===== src/rtl/reh_pkg.sv =====
// Constants and types for the receive error handler
`default_nettype none
package reh_pkg;
  // ----------------------------------------
  // Header field positions and codes
  // ----------------------------------------
  localparam int FMT_4DW_BIT = 0;
  localparam int FMT_DATA_BIT = 1;
  localparam int CMD_MEM_EN_BIT = 1;
  localparam logic [11:0] CFG_CMD_OFFSET = 12'h004;
  localparam logic [4:0] TYP_MEM = 5'h00;
  localparam logic [4:0] TYP_MEM_LK = 5'h01;
  localparam logic [4:0] TYP_IO = 5'h02;
  localparam logic [4:0] TYP_CFG0 = 5'h04;
  localparam logic [4:0] TYP_CFG1 = 5'h05;
  localparam logic [4:0] TYP_CPL = 5'h0a;
  localparam logic [4:0] TYP_CPL_LK = 5'h0b;
  localparam logic [1:0] TYP_MSG_TOP = 2'h2;
  localparam logic [31:0] ADDR_HI_ZERO = 32'h0000_0000;
  // ----------------------------------------
  // Completion status and supported messages
  // ----------------------------------------
  localparam logic [2:0] CPL_ST_UR = 3'h1;
  localparam logic [2:0] CPL_ST_CA = 3'h4;
  localparam logic [7:0] MSG_UNLOCK = 8'h00;
  localparam logic [7:0] MSG_PME_OFF = 8'h19;
  localparam logic [7:0] MSG_SLOT_PWR = 8'h50;
  localparam logic [7:0] MSG_VDM0 = 8'h7e;
  localparam logic [7:0] MSG_VDM1 = 8'h7f;
  // ----------------------------------------
  // Buffer and state
  // ----------------------------------------
  localparam logic [1:0] BUF_DEPTH = 2'h2;
  localparam logic [1:0] CNT_ONE = 2'h1;

  typedef struct packed {
    logic [2:0] fmt;
    logic [4:0] typ;
    logic poison;
    logic [15:0] req_id;
    logic [7:0] tag;
    logic [63:0] addr;
    logic [7:0] msg_code;
  } reh_ent_type;

  typedef struct packed {
    reh_ent_type [1:0] ent;
    logic [1:0] cnt;
    logic app_valid;
    logic [15:0] cpl_cmpl_id;
    logic rx_ready;
    logic cpl_valid;
    logic [2:0] cpl_status;
    logic [15:0] cpl_req_id;
    logic [7:0] cpl_tag;
    logic err_poison;
    logic err_ecrc;
    logic err_ur;
    logic err_nonfatal;
  } reh_state_type;
endpackage : reh_pkg
`default_nettype wire


===== src/rtl/reh_rx_error_handler.sv =====
// Receive TLP error screening with completion return and two-entry buffer
//
// Behaviour
// Poisoned packet: record poisoned error, still forward to application.
// Application handles forwarded poisoned packets itself.
// Flag end-to-end CRC error on failed ECRC of a well formed packet.
// ECRC-failed non-posted request: return completer abort completion.
// ECRC-failed packets are always dropped, never forwarded.
// Type 0 configuration request to missing function is unsupported.
// Completion with requester ID not ours is unsupported.
// Unsupported messages and Type 1 configuration requests are unsupported.
// Locked memory read is unsupported on a native endpoint.
// Locked completion is unsupported.
// 64-bit memory request with zero upper address is unsupported.
// Memory or I/O request hitting no base window is unsupported.
// Memory request while memory space disabled is unsupported.
// Poisoned Type 0 configuration write is unsupported, not poisoned.
// Unsupported non-posted gets UR completion; all unsupported dropped.
// ECRC and unsupported errors reported as uncorrectable non-fatal.
`default_nettype none
module reh_rx_error_handler
  import reh_pkg::*;
#(
  parameter int NUM_BAR = 2,
  parameter int NUM_FUNC = 1
) (
  // Clock and reset
  input wire logic clk,
  input wire logic reset_n,
  // Received packets from the link
  input wire logic rx_valid,
  output logic rx_ready,
  input wire logic [2:0] rx_fmt,
  input wire logic [4:0] rx_type,
  input wire logic rx_poison,
  input wire logic rx_ecrc_err,
  input wire logic [15:0] rx_req_id,
  input wire logic [7:0] rx_tag,
  input wire logic [63:0] rx_addr,
  input wire logic [2:0] rx_func,
  input wire logic [7:0] rx_msg_code,
  // Configuration state
  input wire logic [15:0] cfg_bdf,
  input wire logic [15:0] cfg_command,
  input wire logic [NUM_BAR-1:0][63:0] bar_base,
  input wire logic [NUM_BAR-1:0][63:0] bar_mask,
  input wire logic [NUM_BAR-1:0] bar_is_io,
  input wire logic [NUM_BAR-1:0] bar_en,
  // Forwarded packets to the application
  output logic app_valid,
  input wire logic app_ready,
  output logic [2:0] app_fmt,
  output logic [4:0] app_type,
  output logic app_poison,
  output logic [15:0] app_req_id,
  output logic [7:0] app_tag,
  output logic [63:0] app_addr,
  output logic [7:0] app_msg_code,
  // Generated completions
  output logic cpl_valid,
  input wire logic cpl_ready,
  output logic [2:0] cpl_status,
  output logic [15:0] cpl_req_id,
  output logic [7:0] cpl_tag,
  output logic [15:0] cpl_cmpl_id,
  // Error events
  output logic err_poison,
  output logic err_ecrc,
  output logic err_ur,
  output logic err_nonfatal
);

  // ----------------------------------------
  // Helper functions
  // ----------------------------------------
  function automatic logic bar_match(input logic [63:0] addr, input logic want_io,
                                     input logic [NUM_BAR-1:0][63:0] base,
                                     input logic [NUM_BAR-1:0][63:0] mask,
                                     input logic [NUM_BAR-1:0] is_io,
                                     input logic [NUM_BAR-1:0] en);
    logic hit;
    hit = 1'b0;
    for (int i = 0; i < NUM_BAR; i++) begin
      if (en[i] && (is_io[i] == want_io) && ((addr & mask[i]) == (base[i] & mask[i]))) begin
        hit = 1'b1;
      end
    end
    return hit;
  endfunction

  function automatic logic msg_known(input logic [7:0] code);
    return (code == MSG_UNLOCK) || (code == MSG_PME_OFF) || (code == MSG_SLOT_PWR) ||
           (code == MSG_VDM0) || (code == MSG_VDM1);
  endfunction

  // ----------------------------------------
  // Packet decode
  // ----------------------------------------
  logic has_data;
  logic is_4dw;
  logic is_mem;
  logic is_mem_lk;
  logic is_io;
  logic is_cfg0;
  logic is_cfg1;
  logic is_cpl;
  logic is_cpl_lk;
  logic is_msg;
  logic non_posted;
  logic ur_hit;
  logic mem_space_on;
  reh_ent_type rx_ent;

  assign has_data = rx_fmt[FMT_DATA_BIT];
  assign is_4dw = rx_fmt[FMT_4DW_BIT];
  assign is_mem = (rx_type == TYP_MEM);
  assign is_mem_lk = (rx_type == TYP_MEM_LK);
  assign is_io = (rx_type == TYP_IO);
  assign is_cfg0 = (rx_type == TYP_CFG0);
  assign is_cfg1 = (rx_type == TYP_CFG1);
  assign is_cpl = (rx_type == TYP_CPL);
  assign is_cpl_lk = (rx_type == TYP_CPL_LK);
  assign is_msg = (rx_type[4:3] == TYP_MSG_TOP);
  assign mem_space_on = cfg_command[CMD_MEM_EN_BIT];
  assign non_posted = !is_msg && !is_cpl && !is_cpl_lk && !(is_mem && has_data);

  always_comb begin
    ur_hit = 1'b0;
    if (is_cfg0 && (32'(rx_func) >= NUM_FUNC)) begin
      ur_hit = 1'b1;
    end
    if (is_cpl && (rx_req_id != cfg_bdf)) begin
      ur_hit = 1'b1;
    end
    if ((is_msg && !msg_known(rx_msg_code)) || is_cfg1) begin
      ur_hit = 1'b1;
    end
    if (is_mem_lk) begin
      ur_hit = 1'b1;
    end
    if (is_cpl_lk) begin
      ur_hit = 1'b1;
    end
    if (is_mem && is_4dw && (rx_addr[63:32] == ADDR_HI_ZERO)) begin
      ur_hit = 1'b1;
    end
    if ((is_mem || is_io) && !bar_match(rx_addr, is_io, bar_base, bar_mask, bar_is_io, bar_en)) begin
      ur_hit = 1'b1;
    end
    if (is_mem && !mem_space_on) begin
      ur_hit = 1'b1;
    end
    if (is_cfg0 && has_data && rx_poison) begin
      ur_hit = 1'b1;
    end
  end

  always_comb begin
    rx_ent.fmt = rx_fmt;
    rx_ent.typ = rx_type;
    rx_ent.poison = rx_poison;
    rx_ent.req_id = rx_req_id;
    rx_ent.tag = rx_tag;
    rx_ent.addr = rx_addr;
    rx_ent.msg_code = rx_msg_code;
  end

  // ----------------------------------------
  // State update
  // ----------------------------------------
  reh_state_type s_r;
  reh_state_type s_nxt;
  logic take;
  logic pop;

  assign take = rx_valid && s_r.rx_ready;
  assign pop = (s_r.cnt != 2'h0) && app_ready;

  always_comb begin
    s_nxt = s_r;
    s_nxt.err_poison = 1'b0;
    s_nxt.err_ecrc = 1'b0;
    s_nxt.err_ur = 1'b0;
    s_nxt.err_nonfatal = 1'b0;
    if (s_r.cpl_valid && cpl_ready) begin
      s_nxt.cpl_valid = 1'b0;
    end
    if (pop) begin
      s_nxt.ent[0] = s_r.ent[1];
      s_nxt.cnt = 2'(s_r.cnt - CNT_ONE);
    end
    if (take) begin
      if (rx_ecrc_err) begin
        s_nxt.err_ecrc = 1'b1;
        s_nxt.err_nonfatal = 1'b1;
        if (non_posted) begin
          s_nxt.cpl_valid = 1'b1;
          s_nxt.cpl_status = CPL_ST_CA;
          s_nxt.cpl_cmpl_id = cfg_bdf;
          s_nxt.cpl_req_id = rx_req_id;
          s_nxt.cpl_tag = rx_tag;
        end
      end else if (ur_hit) begin
        s_nxt.err_ur = 1'b1;
        s_nxt.err_nonfatal = 1'b1;
        if (non_posted) begin
          s_nxt.cpl_valid = 1'b1;
          s_nxt.cpl_status = CPL_ST_UR;
          s_nxt.cpl_cmpl_id = cfg_bdf;
          s_nxt.cpl_req_id = rx_req_id;
          s_nxt.cpl_tag = rx_tag;
        end
      end else begin
        s_nxt.err_poison = rx_poison;
        s_nxt.ent[s_nxt.cnt[0]] = rx_ent;
        s_nxt.cnt = 2'(s_nxt.cnt + CNT_ONE);
      end
    end
    // Stall while full or while a completion waits
    s_nxt.rx_ready = (s_nxt.cnt != BUF_DEPTH) && !s_nxt.cpl_valid;
    // Head valid kept as its own flop so the port comes straight from a register
    s_nxt.app_valid = (s_nxt.cnt != 2'h0);
  end

  always_ff @(posedge clk or negedge reset_n) begin
    if (!reset_n) begin
      s_r <= '0;
    end else begin
      s_r <= s_nxt;
    end
  end

  // ----------------------------------------
  // Outputs
  // ----------------------------------------
  assign rx_ready = s_r.rx_ready;
  assign app_valid = s_r.app_valid;
  assign app_fmt = s_r.ent[0].fmt;
  assign app_type = s_r.ent[0].typ;
  assign app_poison = s_r.ent[0].poison;
  assign app_req_id = s_r.ent[0].req_id;
  assign app_tag = s_r.ent[0].tag;
  assign app_addr = s_r.ent[0].addr;
  assign app_msg_code = s_r.ent[0].msg_code;
  assign cpl_valid = s_r.cpl_valid;
  assign cpl_status = s_r.cpl_status;
  assign cpl_req_id = s_r.cpl_req_id;
  assign cpl_tag = s_r.cpl_tag;
  assign cpl_cmpl_id = s_r.cpl_cmpl_id;
  assign err_poison = s_r.err_poison;
  assign err_ecrc = s_r.err_ecrc;
  assign err_ur = s_r.err_ur;
  assign err_nonfatal = s_r.err_nonfatal;

endmodule // reh_rx_error_handler
`default_nettype wire


===== config.mk =====
export PLATFORM = sky130hd
export DESIGN_NAME = reh_rx_error_handler
export DESIGN_NICKNAME = d
export VERILOG_FILES = /design/src/rtl/reh_pkg.sv /design/src/rtl/reh_rx_error_handler.sv
export SDC_FILE = /design/constraint.sdc
export NUM_CORES = 1
export LEC_CHECK = 0
export BUFFER_PORTS_ARGS = -buffer_cell sky130_fd_sc_hd__buf_2
export CAP_MARGIN = 20
export CORE_AREA = 4 4 214 216
export DETAILED_ROUTE_END_ITERATION = 16
export DIE_AREA = 0 0 218 220
export GPL_TIMING_DRIVEN = 1
export PLACE_DENSITY_LB_ADDON = 0.12
export SLEW_MARGIN = 20
export SYNTH_ARGS = -nofsm -noshare
export SYNTH_HDL_FRONTEND = slang
export SYNTH_SLANG_ARGS = --single-unit

===== constraint.sdc =====
create_clock -name clk -period 3.3 [get_ports clk]
set_clock_uncertainty 0.2 [all_clocks]
set_input_delay 0.495 -clock clk [delete_from_list [all_inputs] [get_ports clk]]
set_output_delay 0.495 -clock clk [all_outputs]
set_load 0.01 [all_outputs]

==> impl_metrics.ini, run 1 <==
[drt]
wirelength_um = 54800
antenna_left = 0
route.detailed.drc = 0
vias = 10700
drt_pass1_iterations = 4
top_layer_used = met5
met3WireLength_um = 3420
wl_met2_um = 28000
wl_per_cell_um = 23.9
avgViaCountPerCell = 4.66
wl_met1_um = 21900
first_iter_violations = 455

[synthesis]
synth.most_common_cell = mux2_2
synth.top_cells.by_count = 317 x mux2_2, 261 x dfrtp_1, 149 x buf_4
ys_seq_area_frac = 0.454
mappedNetlistArea_um2 = 14400
synth_nets = 1523
synthArstFlopShare = 1.00
ys.flop_type = dfrtp_1
yosysWarnings = 0
synth_top_area_frac = 0.454
yosys.area.top_type = dfrtp_1
synth_area_leaders = dfrtp_1 45%, mux2_2 25%, xor2_1 8.9%
synth_seq_cells = 261
avgSynthCellArea_um2 = 12.9
syn_inst = 1116
ys_types = 47
synth_edf_count = 0

[final_layout]
utilization = 0.439
area_growth_pct = 34.0
final_cell_area_um2 = 19300
fill_cells = 4280
multi_input_area_um2 = 6630
drive_gt1_frac = 0.643
finalNetCount = 2080
seq_area_um2 = 6530

[floorplan]
top_level_ports = 561
core-area_um2 = 43900
initial_core_util = 0.328
die_area_um2 = 48000
num_rows = 77
fp.dieH_um = 220
fp.dieW_um = 218

[grt]
grt_pass1_vias = 11400
overflow = 0
grt_pass1_wl_um = 77300
antenna_found_initial = 20
track_usage = 0.219
grt_max_degree = 79

[critical_path]
worstSetupPathType = primary input to flip-flop
crit_fanout = 38
end_kind = flip-flop
critical_path_required_ns = 3.55
worstReg2RegStart = s_r[50]
worstSetupStartpointType = primary input
cp_data_arrival_time_ns = 3.43
timing.rr.end = s_r[181]
regToRegSetupSlack_ns = 0.86
reg2regPathDepth = 7

[timing]
slew_viol_final = 0
relSlewSlack = 0.550
report.final.hold_viol_count = 0
fmax_mhz = 315
tns_ns = 0
min_period_over_period = 0.961
rsz0062_at_grt = no
setup_viol = 0
worst_slew_pin_slew_ns = 0.675
setup_ws_ns = 0.128
fin_crit_ns = 3.17

[run]
max_cap_violations = 0

[clock_network]
cts_tree = built
cts_root_buf = clkbuf_16
cts_inserted_buffers = 31
clk_latency_ns = 0.57
cts_buffer_depth = 3
htree_levels = 1
clock-sinks = 261
cts_setup_buffers = 0
path_clk_slew_ns = 0.06

[power_and_ir_drop]
leakagePower_nw = 9.39
peakVddDrop_mv = 0.418
powerDensity_nw_per_um2 = 786
finalPower_mw = 15.2

[hold_path]
worst_hold_path.num_cells = 3
min_from = rx_valid
min_to = err_ur
holdCritPathClass = primary input to flip-flop

[placed_design]
io_buffers = 544
place_congestion = 0.938
place_ws_ns = -0.907
hpwl_um = 44100
placed_cell_area_um2 = 17700

[status]
status = completed
layout by cell type, fill, tap and decap left out, types with 3 or more instances in the layout:
cell	instances
nand4_1	19
nor3_1	3
clkbuf_1	5
nand2_1	9
xor2_1	145
clkbuf_8	8
a22oi_2	3
clkinv_2	5
nor2_1	9
mux2_1	6
mux2_2	317
nand2b_1	3
buf_4	115
bufinv_16	5
a221oi_1	3
a22oi_1	53
diode_2	9
buf_12	13
clkbuf_16	31
dlygate4sd3_1	37
buf_2	543
a21oi_1	4
inv_1	6
nand3_1	4
dfrtp_1	261
xnor2_1	5
nor4_1	12
mux2_4	30
registers in the layout, indices dropped and copies added, names as in the netlist, 2 cells and up:
name / cells
app_addr: 64
app_fmt: 3
app_msg_code: 8
app_req_id: 16
app_tag: 8
app_type: 5
cpl_cmpl_id: 16
cpl_req_id: 16
cpl_status: 2
cpl_tag: 8
s_r: 107
where the power goes:
group | total (mW) | internal, mW | switching (mW)
sequential | 5.55 | 4.79 | 0.761
combinational | 5.90 | 3.32 | 2.59
clock | 3.71 | 2.29 | 1.41
total | 15.2 | 10.4 | 4.76
cell type report:
cell class | count | area share
diodes | 9 | 0.00117
clock buffers | 44 | 0.0469
clock inverters | 14 | 0.0108
inverters | 6 | 0.00117
multi-input cells | 664 | 0.344
flip-flops and latches | 261 | 0.339
well taps | 592 | 0.0384
repair buffers | 709 | 0.219
worst max-delay path, cell delays in order:
cell	delay [ns]
dlygate4sd3_1	0.54
buf_2	0.17
xor2_1	0.14
nor4_1	0.20
nand4_1	0.28
a211oi_2	0.30
nand2_1	0.12
a31oi_4	0.21
buf_4	0.22
nand3_4	0.14
buf_12	0.24
mux2_2	0.31
through the flow:
stage / instances / hold WS [ns]
detailed placement: 2195 / 0.272
floorplan: 1116 / -0.000591
CTS: 2290 / 0.000254
global route: 2295 / 0.0181
global placement: 2195 / 0.262
finish: 2299 / 0.0423
per-layer routing:
layer,vias to the layer above,GRT usage
met3,77,0.0505
met4,16,0.0653
met2,355,0.388
met1,5299,0.267
met5,-,0
li1,4975,-
logic make-up (layout without fill, tap and decap cells):
| group | Yosys count | in the layout | synth area share |
|---|---|---|---|
| adder cells (fa/ha/maj) | 1 | 1 | 0.000869 |
| AO/OA/AOI/OAI | 79 | 79 | 0.0439 |
| buffers and inverters | 191 | 773 | 0.0915 |
| AND/OR/NAND/NOR | 77 | 77 | 0.0323 |
| multiplexers | 355 | 355 | 0.285 |
| flip-flops | 261 | 261 | 0.454 |
| other | 1 | 10 | 0.000261 |
| XOR/XNOR | 151 | 151 | 0.0919 |
timing repair:
item | CTS | global route
gates resized for setup | 6 | 5
hold buffers | 37 | 0
pin swaps | 1 | 2
endpoints found under the setup margin | 251 | 241
endpoints found under the hold margin | 137 | 0
how the worst max path moves through the flow:
| stage | startpoint | endpoint | slack [ns] | depth (start not counted) |
|---|---|---|---|---|
| 6_report | rx_req_id[10] | s_r[181] | 0.13 | 12 |
| 5_1_grt | rx_req_id[10] | s_r[185] | 0.002 | 12 |
| 4_1_cts | rx_addr[32] | cpl_tag[5] | 0.02 | 13 |
| 3_5_place_dp | rx_addr[14] | s_r[237] | -0.91 | 13 |
| 3_3_place_gp | rx_addr[14] | app_req_id[1] | -0.88 | 13 |
| 2_1_floorplan | rx_type[2] | cpl_cmpl_id[10] | 0.31 | 9 |
(Power assumes the default switching activity.)
==> run 2: changes to the inputs <==
--- a/config.mk
+++ b/config.mk
@@ -7,7 +7,8 @@
 export LEC_CHECK = 0
 export BUFFER_PORTS_ARGS = -buffer_cell sky130_fd_sc_hd__buf_2
 export CAP_MARGIN = 20
-export CORE_AREA = 4 4 214 216
+export CORE_AREA = 2 2 216 218
+export CTS_BUF_LIST = sky130_fd_sc_hd__clkbuf_8
 export DETAILED_ROUTE_END_ITERATION = 16
 export DIE_AREA = 0 0 218 220
 export GPL_TIMING_DRIVEN = 1
==> impl_metrics.ini, run 2 (synthesized netlist as in run 1, its figures left out) <==
[status]
status = completed

[critical_path]
end_kind = flip-flop
crit_path_frequent_cell = buf_12
crit_fanout = 8
worstReg2RegStart = s_r[50]
timing.rr.end = s_r[220]
cp_slowest_cell = nor4_2
critical_path_required_ns = 3.59
worstSetupPathType = primary input to flip-flop
worstSetupStartpointType = primary input
cpPeakStageDelay_ns = 0.49
crit_chain = buf_2 > buf_12 > xor2_1 > a22oi_1 > nand4_1 > nor4_2 > nand3_2 > a31oi_4 > buf_12 > nand3_4 > buf_12 > clkbuf_16 > mux2_4
regToRegSetupSlack_ns = 0.81
cp_data_arrival_time_ns = 3.55
reg2regPathDepth = 8

[clock_network]
cts_root_buf = clkbuf_8
cts_tree = built
cts_buffer_depth = 3
path_clk_slew_ns = 0.06
htree_levels = 2
cts_inserted_buffers = 49
clk_latency_ns = 0.62
clock-sinks = 261

[drt]
drt_pass1_iterations = 4
antenna_left = 0
wl_per_cell_um = 24.0
avgViaCountPerCell = 4.68
first_iter_violations = 416
route.detailed.drc = 0
vias = 11100
wirelength_um = 56900

[timing]
fin_crit_ns = 3.26
slew_viol_final = 0
worst_slew_pin_slew_ns = 0.727
setup_viol = 0
relSlewSlack = 0.515
min_period_over_period = 0.988
fmax_mhz = 307
report.final.hold_viol_count = 0
holdWs_ns = 0.0563

[run]
max_cap_violations = 0

[hold_path]
min_to = app_addr[28]
holdCritPathClass = primary input to flip-flop
worst_hold_path.num_cells = 2
min_from = rx_addr[28]

[floorplan]
fp.dieW_um = 218
die_area_um2 = 48000
initial_core_util = 0.314
num_rows = 79
top_level_ports = 561
core-area_um2 = 45900
fp.dieH_um = 220

[grt]
grt_max_degree = 82
antenna_found_initial = 16
grt_pass1_wl_um = 77700
grt_pass1_vias = 11500
overflow = 0
track_usage = 0.225

[power_and_ir_drop]
p_clk_frac = 0.222
internal_power_mw = 10.1
power_switching_mw = 4.85
powerDensity_nw_per_um2 = 755
p_sw_frac = 0.325
peakVddDrop_mv = 0.432
power_frac_seq = 0.373
leakagePower_nw = 9.70
p_comb_frac = 0.405
finalPower_mw = 14.9

[final_layout]
area_growth_pct = 37.4
drive_gt1_frac = 0.630
final_common_cell = buf_2
regMostFlops = s_r
seq_area_um2 = 6530
final_cell_mix = 535 x buf_2, 316 x mux2_2, 261 x dfrtp_1
multi_input_area_um2 = 6630
largest_register_ffs = 107
finalNetCount = 2128
fill_cells = 4477

[placed_design]
io_buffers = 544
hpwl_um = 43700
place_congestion = 0.947
## run 2: worst max-delay path by stage
stage / startpoint / end / slack, ns / cells after the start
5_1_grt: cfg_bdf[10] / s_r[220] / -0.006 / 14
4_1_cts: rx_addr[32] / app_addr[33] / 0.001 / 12
2_1_floorplan: rx_type[2] / cpl_cmpl_id[10] / 0.31 / 9
3_5_place_dp: rx_addr[59] / cpl_cmpl_id[0] / -0.74 / 13
6_report: rx_addr[63] / s_r[220] / 0.04 / 13
3_3_place_gp: rx_addr[14] / app_addr[39] / -0.73 / 12
## run 2: final cells by class
cell class,instances,share of cell area
Clock buffer,64,0.0446
Antenna cell,9,0.00114
Timing Repair Buffer,739,0.241
Inverter,6,0.00114
Tap cell,607,0.0384
Clock inverter,21,0.00753
Multi-Input combinational cell,664,0.335
Sequential cell,261,0.330
## run 2: worst max-delay path, delay by kind of cell
| kind | cells | cell delay [ns] |
|---|---|---|
| buffers and inverters | 5 | 0.82 |
| AO/OA/AOI/OAI | 2 | 0.69 |
| multiplexers | 1 | 0.30 |
| AND/OR/NAND/NOR | 4 | 1.08 |
| XOR/XNOR | 1 | 0.15 |
## run 2: per-layer routing
| layer | track usage | share of wire |
|---|---|---|
| met2 | 0.401 | 0.52 |
| met3 | 0.0538 | 0.056 |
| met4 | 0.0719 | 0.022 |
| met5 | 0 | 0.00047 |
| met1 | 0.266 | 0.41 |
## run 2: power by group through the flow
stage          clock network (mW)  registers (mW)  logic (mW)
3_5_place_dp                    0            5.61        5.93
2_1_floorplan                   0            5.37        4.84
5_1_grt                      3.59            5.76        6.49
6_report                     3.31            5.57        6.04
3_3_place_gp                    0            5.55        5.82
4_1_cts                      3.44            5.57        6.01
## run 2: what timing repair did
action | in CTS | in global routing
endpoints found under the hold margin | 213 | 0
gates cloned | 0 | 12
hold buffers | 71 | 0
setup buffers | 0 | 2
pin swaps | 0 | 4
endpoints found under the setup margin | 22 | 207
resized for setup | 2 | 18
## run 2: per-stage QoR
| stage | std cells | utilization | setup WS, ns | setup TNS, ns | instance area (µm²) |
|---|---|---|---|---|---|
| floorplan | 1116 | - | 0.312 | 0 | 14400 |
| finish | 2371 | 0.431 | 0.0382 | 0 | 19800 |
| global route | 2368 | 0.431 | -0.00602 | -0.00602 | 19800 |
| global placement | 2200 | 0.386 | -0.733 | -178.26 | 17700 |
| CTS | 2356 | 0.424 | 0.00146 | 0 | 19400 |
| detailed placement | 2200 | 0.386 | -0.740 | -164.57 | 17700 |
==> run 3: changes to the inputs <==
--- a/config.mk
+++ b/config.mk
@@ -7,10 +7,10 @@
 export LEC_CHECK = 0
 export BUFFER_PORTS_ARGS = -buffer_cell sky130_fd_sc_hd__buf_2
 export CAP_MARGIN = 20
-export CORE_AREA = 2 2 216 218
+export CORE_AREA = 4 4 218 220
 export CTS_BUF_LIST = sky130_fd_sc_hd__clkbuf_8
 export DETAILED_ROUTE_END_ITERATION = 16
-export DIE_AREA = 0 0 218 220
+export DIE_AREA = 0 0 222 224
 export GPL_TIMING_DRIVEN = 1
 export PLACE_DENSITY_LB_ADDON = 0.12
 export SLEW_MARGIN = 20
==> impl_metrics.ini, run 3 (synthesized netlist as in run 1, its figures left out) <==
[status]
status = completed

[floorplan]
die_area_um2 = 49700
fp.dieW_um = 222
fp.dieH_um = 224
top_level_ports = 561
core-area_um2 = 45300
initial_core_util = 0.318
num_rows = 78

[timing]
setup_viol = 0
report.final.hold_viol_count = 0
fin_crit_ns = 3.27
slew_viol_final = 0
relSlewSlack = 0.567
setup_ws_ns = 0.0340
worst_slew_pin_slew_ns = 0.650
fmax_mhz = 306
holdWs_ns = 0.0565
min_period_over_period = 0.990

[placed_design]
place_congestion = 0.948
hpwl_um = 47000
place_ws_ns = -0.825
io_buffers = 544

[drt]
first_iter_violations = 389
antenna_left = 0
wirelength_um = 57800
route.detailed.drc = 0
avgViaCountPerCell = 4.64
wl_per_cell_um = 24.3
drt_pass1_iterations = 4
vias = 11000

[final_layout]
finalNetCount = 2144
final_common_cell = buf_2
area_growth_pct = 36.4
largest_register_ffs = 107
multi_input_area_um2 = 6600
fill_cells = 4407
utilization = 0.434
drive_gt1_frac = 0.630
seq_area_um2 = 6530
regMostFlops = s_r
final_cell_mix = 543 x buf_2, 317 x mux2_2, 261 x dfrtp_1

[clock_network]
cts_buffer_depth = 3
clk_latency_ns = 0.60
cts_setup_buffers = 0
htree_levels = 2
cts_inserted_buffers = 48
cts_tree = built
path_clk_slew_ns = 0.06
clock-sinks = 261
cts_root_buf = clkbuf_8

[grt]
grt_max_degree = 74
overflow = 0
track_usage = 0.224
grt_pass1_vias = 11900
grt_pass1_wl_um = 81900
antenna_found_initial = 22

[run]
max_cap_violations = 0

[critical_path]
cpPeakStageDelay_ns = 0.57
crit_family = buffers and inverters
end_kind = flip-flop
cp_slowest_cell = dlygate4sd3_1
crit_fanout = 10
crit_path_frequent_cell = buf_4
critical_path_required_ns = 3.57
critical_path_buf_inv_count = 6
worstSetupPathType = primary input to flip-flop
worstSetupStartpointType = primary input
crit_chain = dlygate4sd3_1 > buf_2 > xor2_1 > a22oi_1 > nand4_1 > nor4_4 > buf_4 > nand3_2 > a31oi_4 > buf_6 > nand3_4 > buf_12 > buf_4 > mux2_2
cp_data_arrival_time_ns = 3.54

[power_and_ir_drop]
powerDensity_nw_per_um2 = 742
peakVddDrop_mv = 0.339
leakagePower_nw = 9.68

[hold_path]
holdCritPathClass = primary input to flip-flop
## run 3: final timing paths
kind | to | start | slack [ns] | cells after the start
worst max-delay path | s_r[257] | rx_addr[13] | 0.03 | 14
worst min-delay path | app_addr[30] | rx_addr[30] | 0.06 | 3
worst max register to register | s_r[257] | s_r[50] | 0.92 | 8
worst min register to register | cpl_req_id[12] | cpl_req_id[12] | 0.29 | 1
max in group asynchronous | s_r[190] | reset_n | 1.83 | 3
min in group asynchronous | s_r[232] | reset_n | 0.27 | 2
## run 3: where the power goes
part | leakage, nW | internal [mW] | switching [mW]
Combinational | 5.98 | 3.43 | 2.68
Clock | 0.533 | 1.49 | 1.40
Sequential | 3.17 | 4.79 | 0.769
## run 3: metal layers
metal / track usage / vias up / routed length (µm)
li1: - / 5109 / -
met2: 0.382 / 413 / 28600
met4: 0.0736 / 8 / 1550
met1: 0.280 / 5436 / 24000
met3: 0.0573 / 83 / 3590
met5: 0 / - / 49
## run 3: what timing repair did
action / CTS / global route
hold buffers: 58 / 0
endpoints found under the hold margin: 186 / 0
gates resized for setup: 2 / 3
pin swaps: 0 / 2
gates cloned: 0 / 0
setup endpoints to repair: 186 / 79
## run 3: tightest hold or removal path, cell delays in order
cell    delay (ns)
buf_2         0.10
buf_4         0.12
mux2_2        0.13
## run 3: layout make-up
cell class	count	area share
Clock buffer	54	0.0379
Inverter	6	0.00115
Antenna cell	9	0.00115
Multi-Input combinational cell	664	0.336
Tap cell	600	0.0382
Clock inverter	29	0.00663
Timing Repair Buffer	756	0.246
Sequential cell	261	0.333
## run 3: metrics by stage
step                setup TNS (ns)  instance area (µm²)  cells  total power [mW]
floorplan                        0                14400   1116              10.2
global placement           -179.41                18100   2229              11.6
detailed placement         -175.29                18100   2229              11.7
CTS                              0                19600   2370              14.8
global route               -0.0695                19600   2378              15.5
finish                           0                19600   2379              14.6
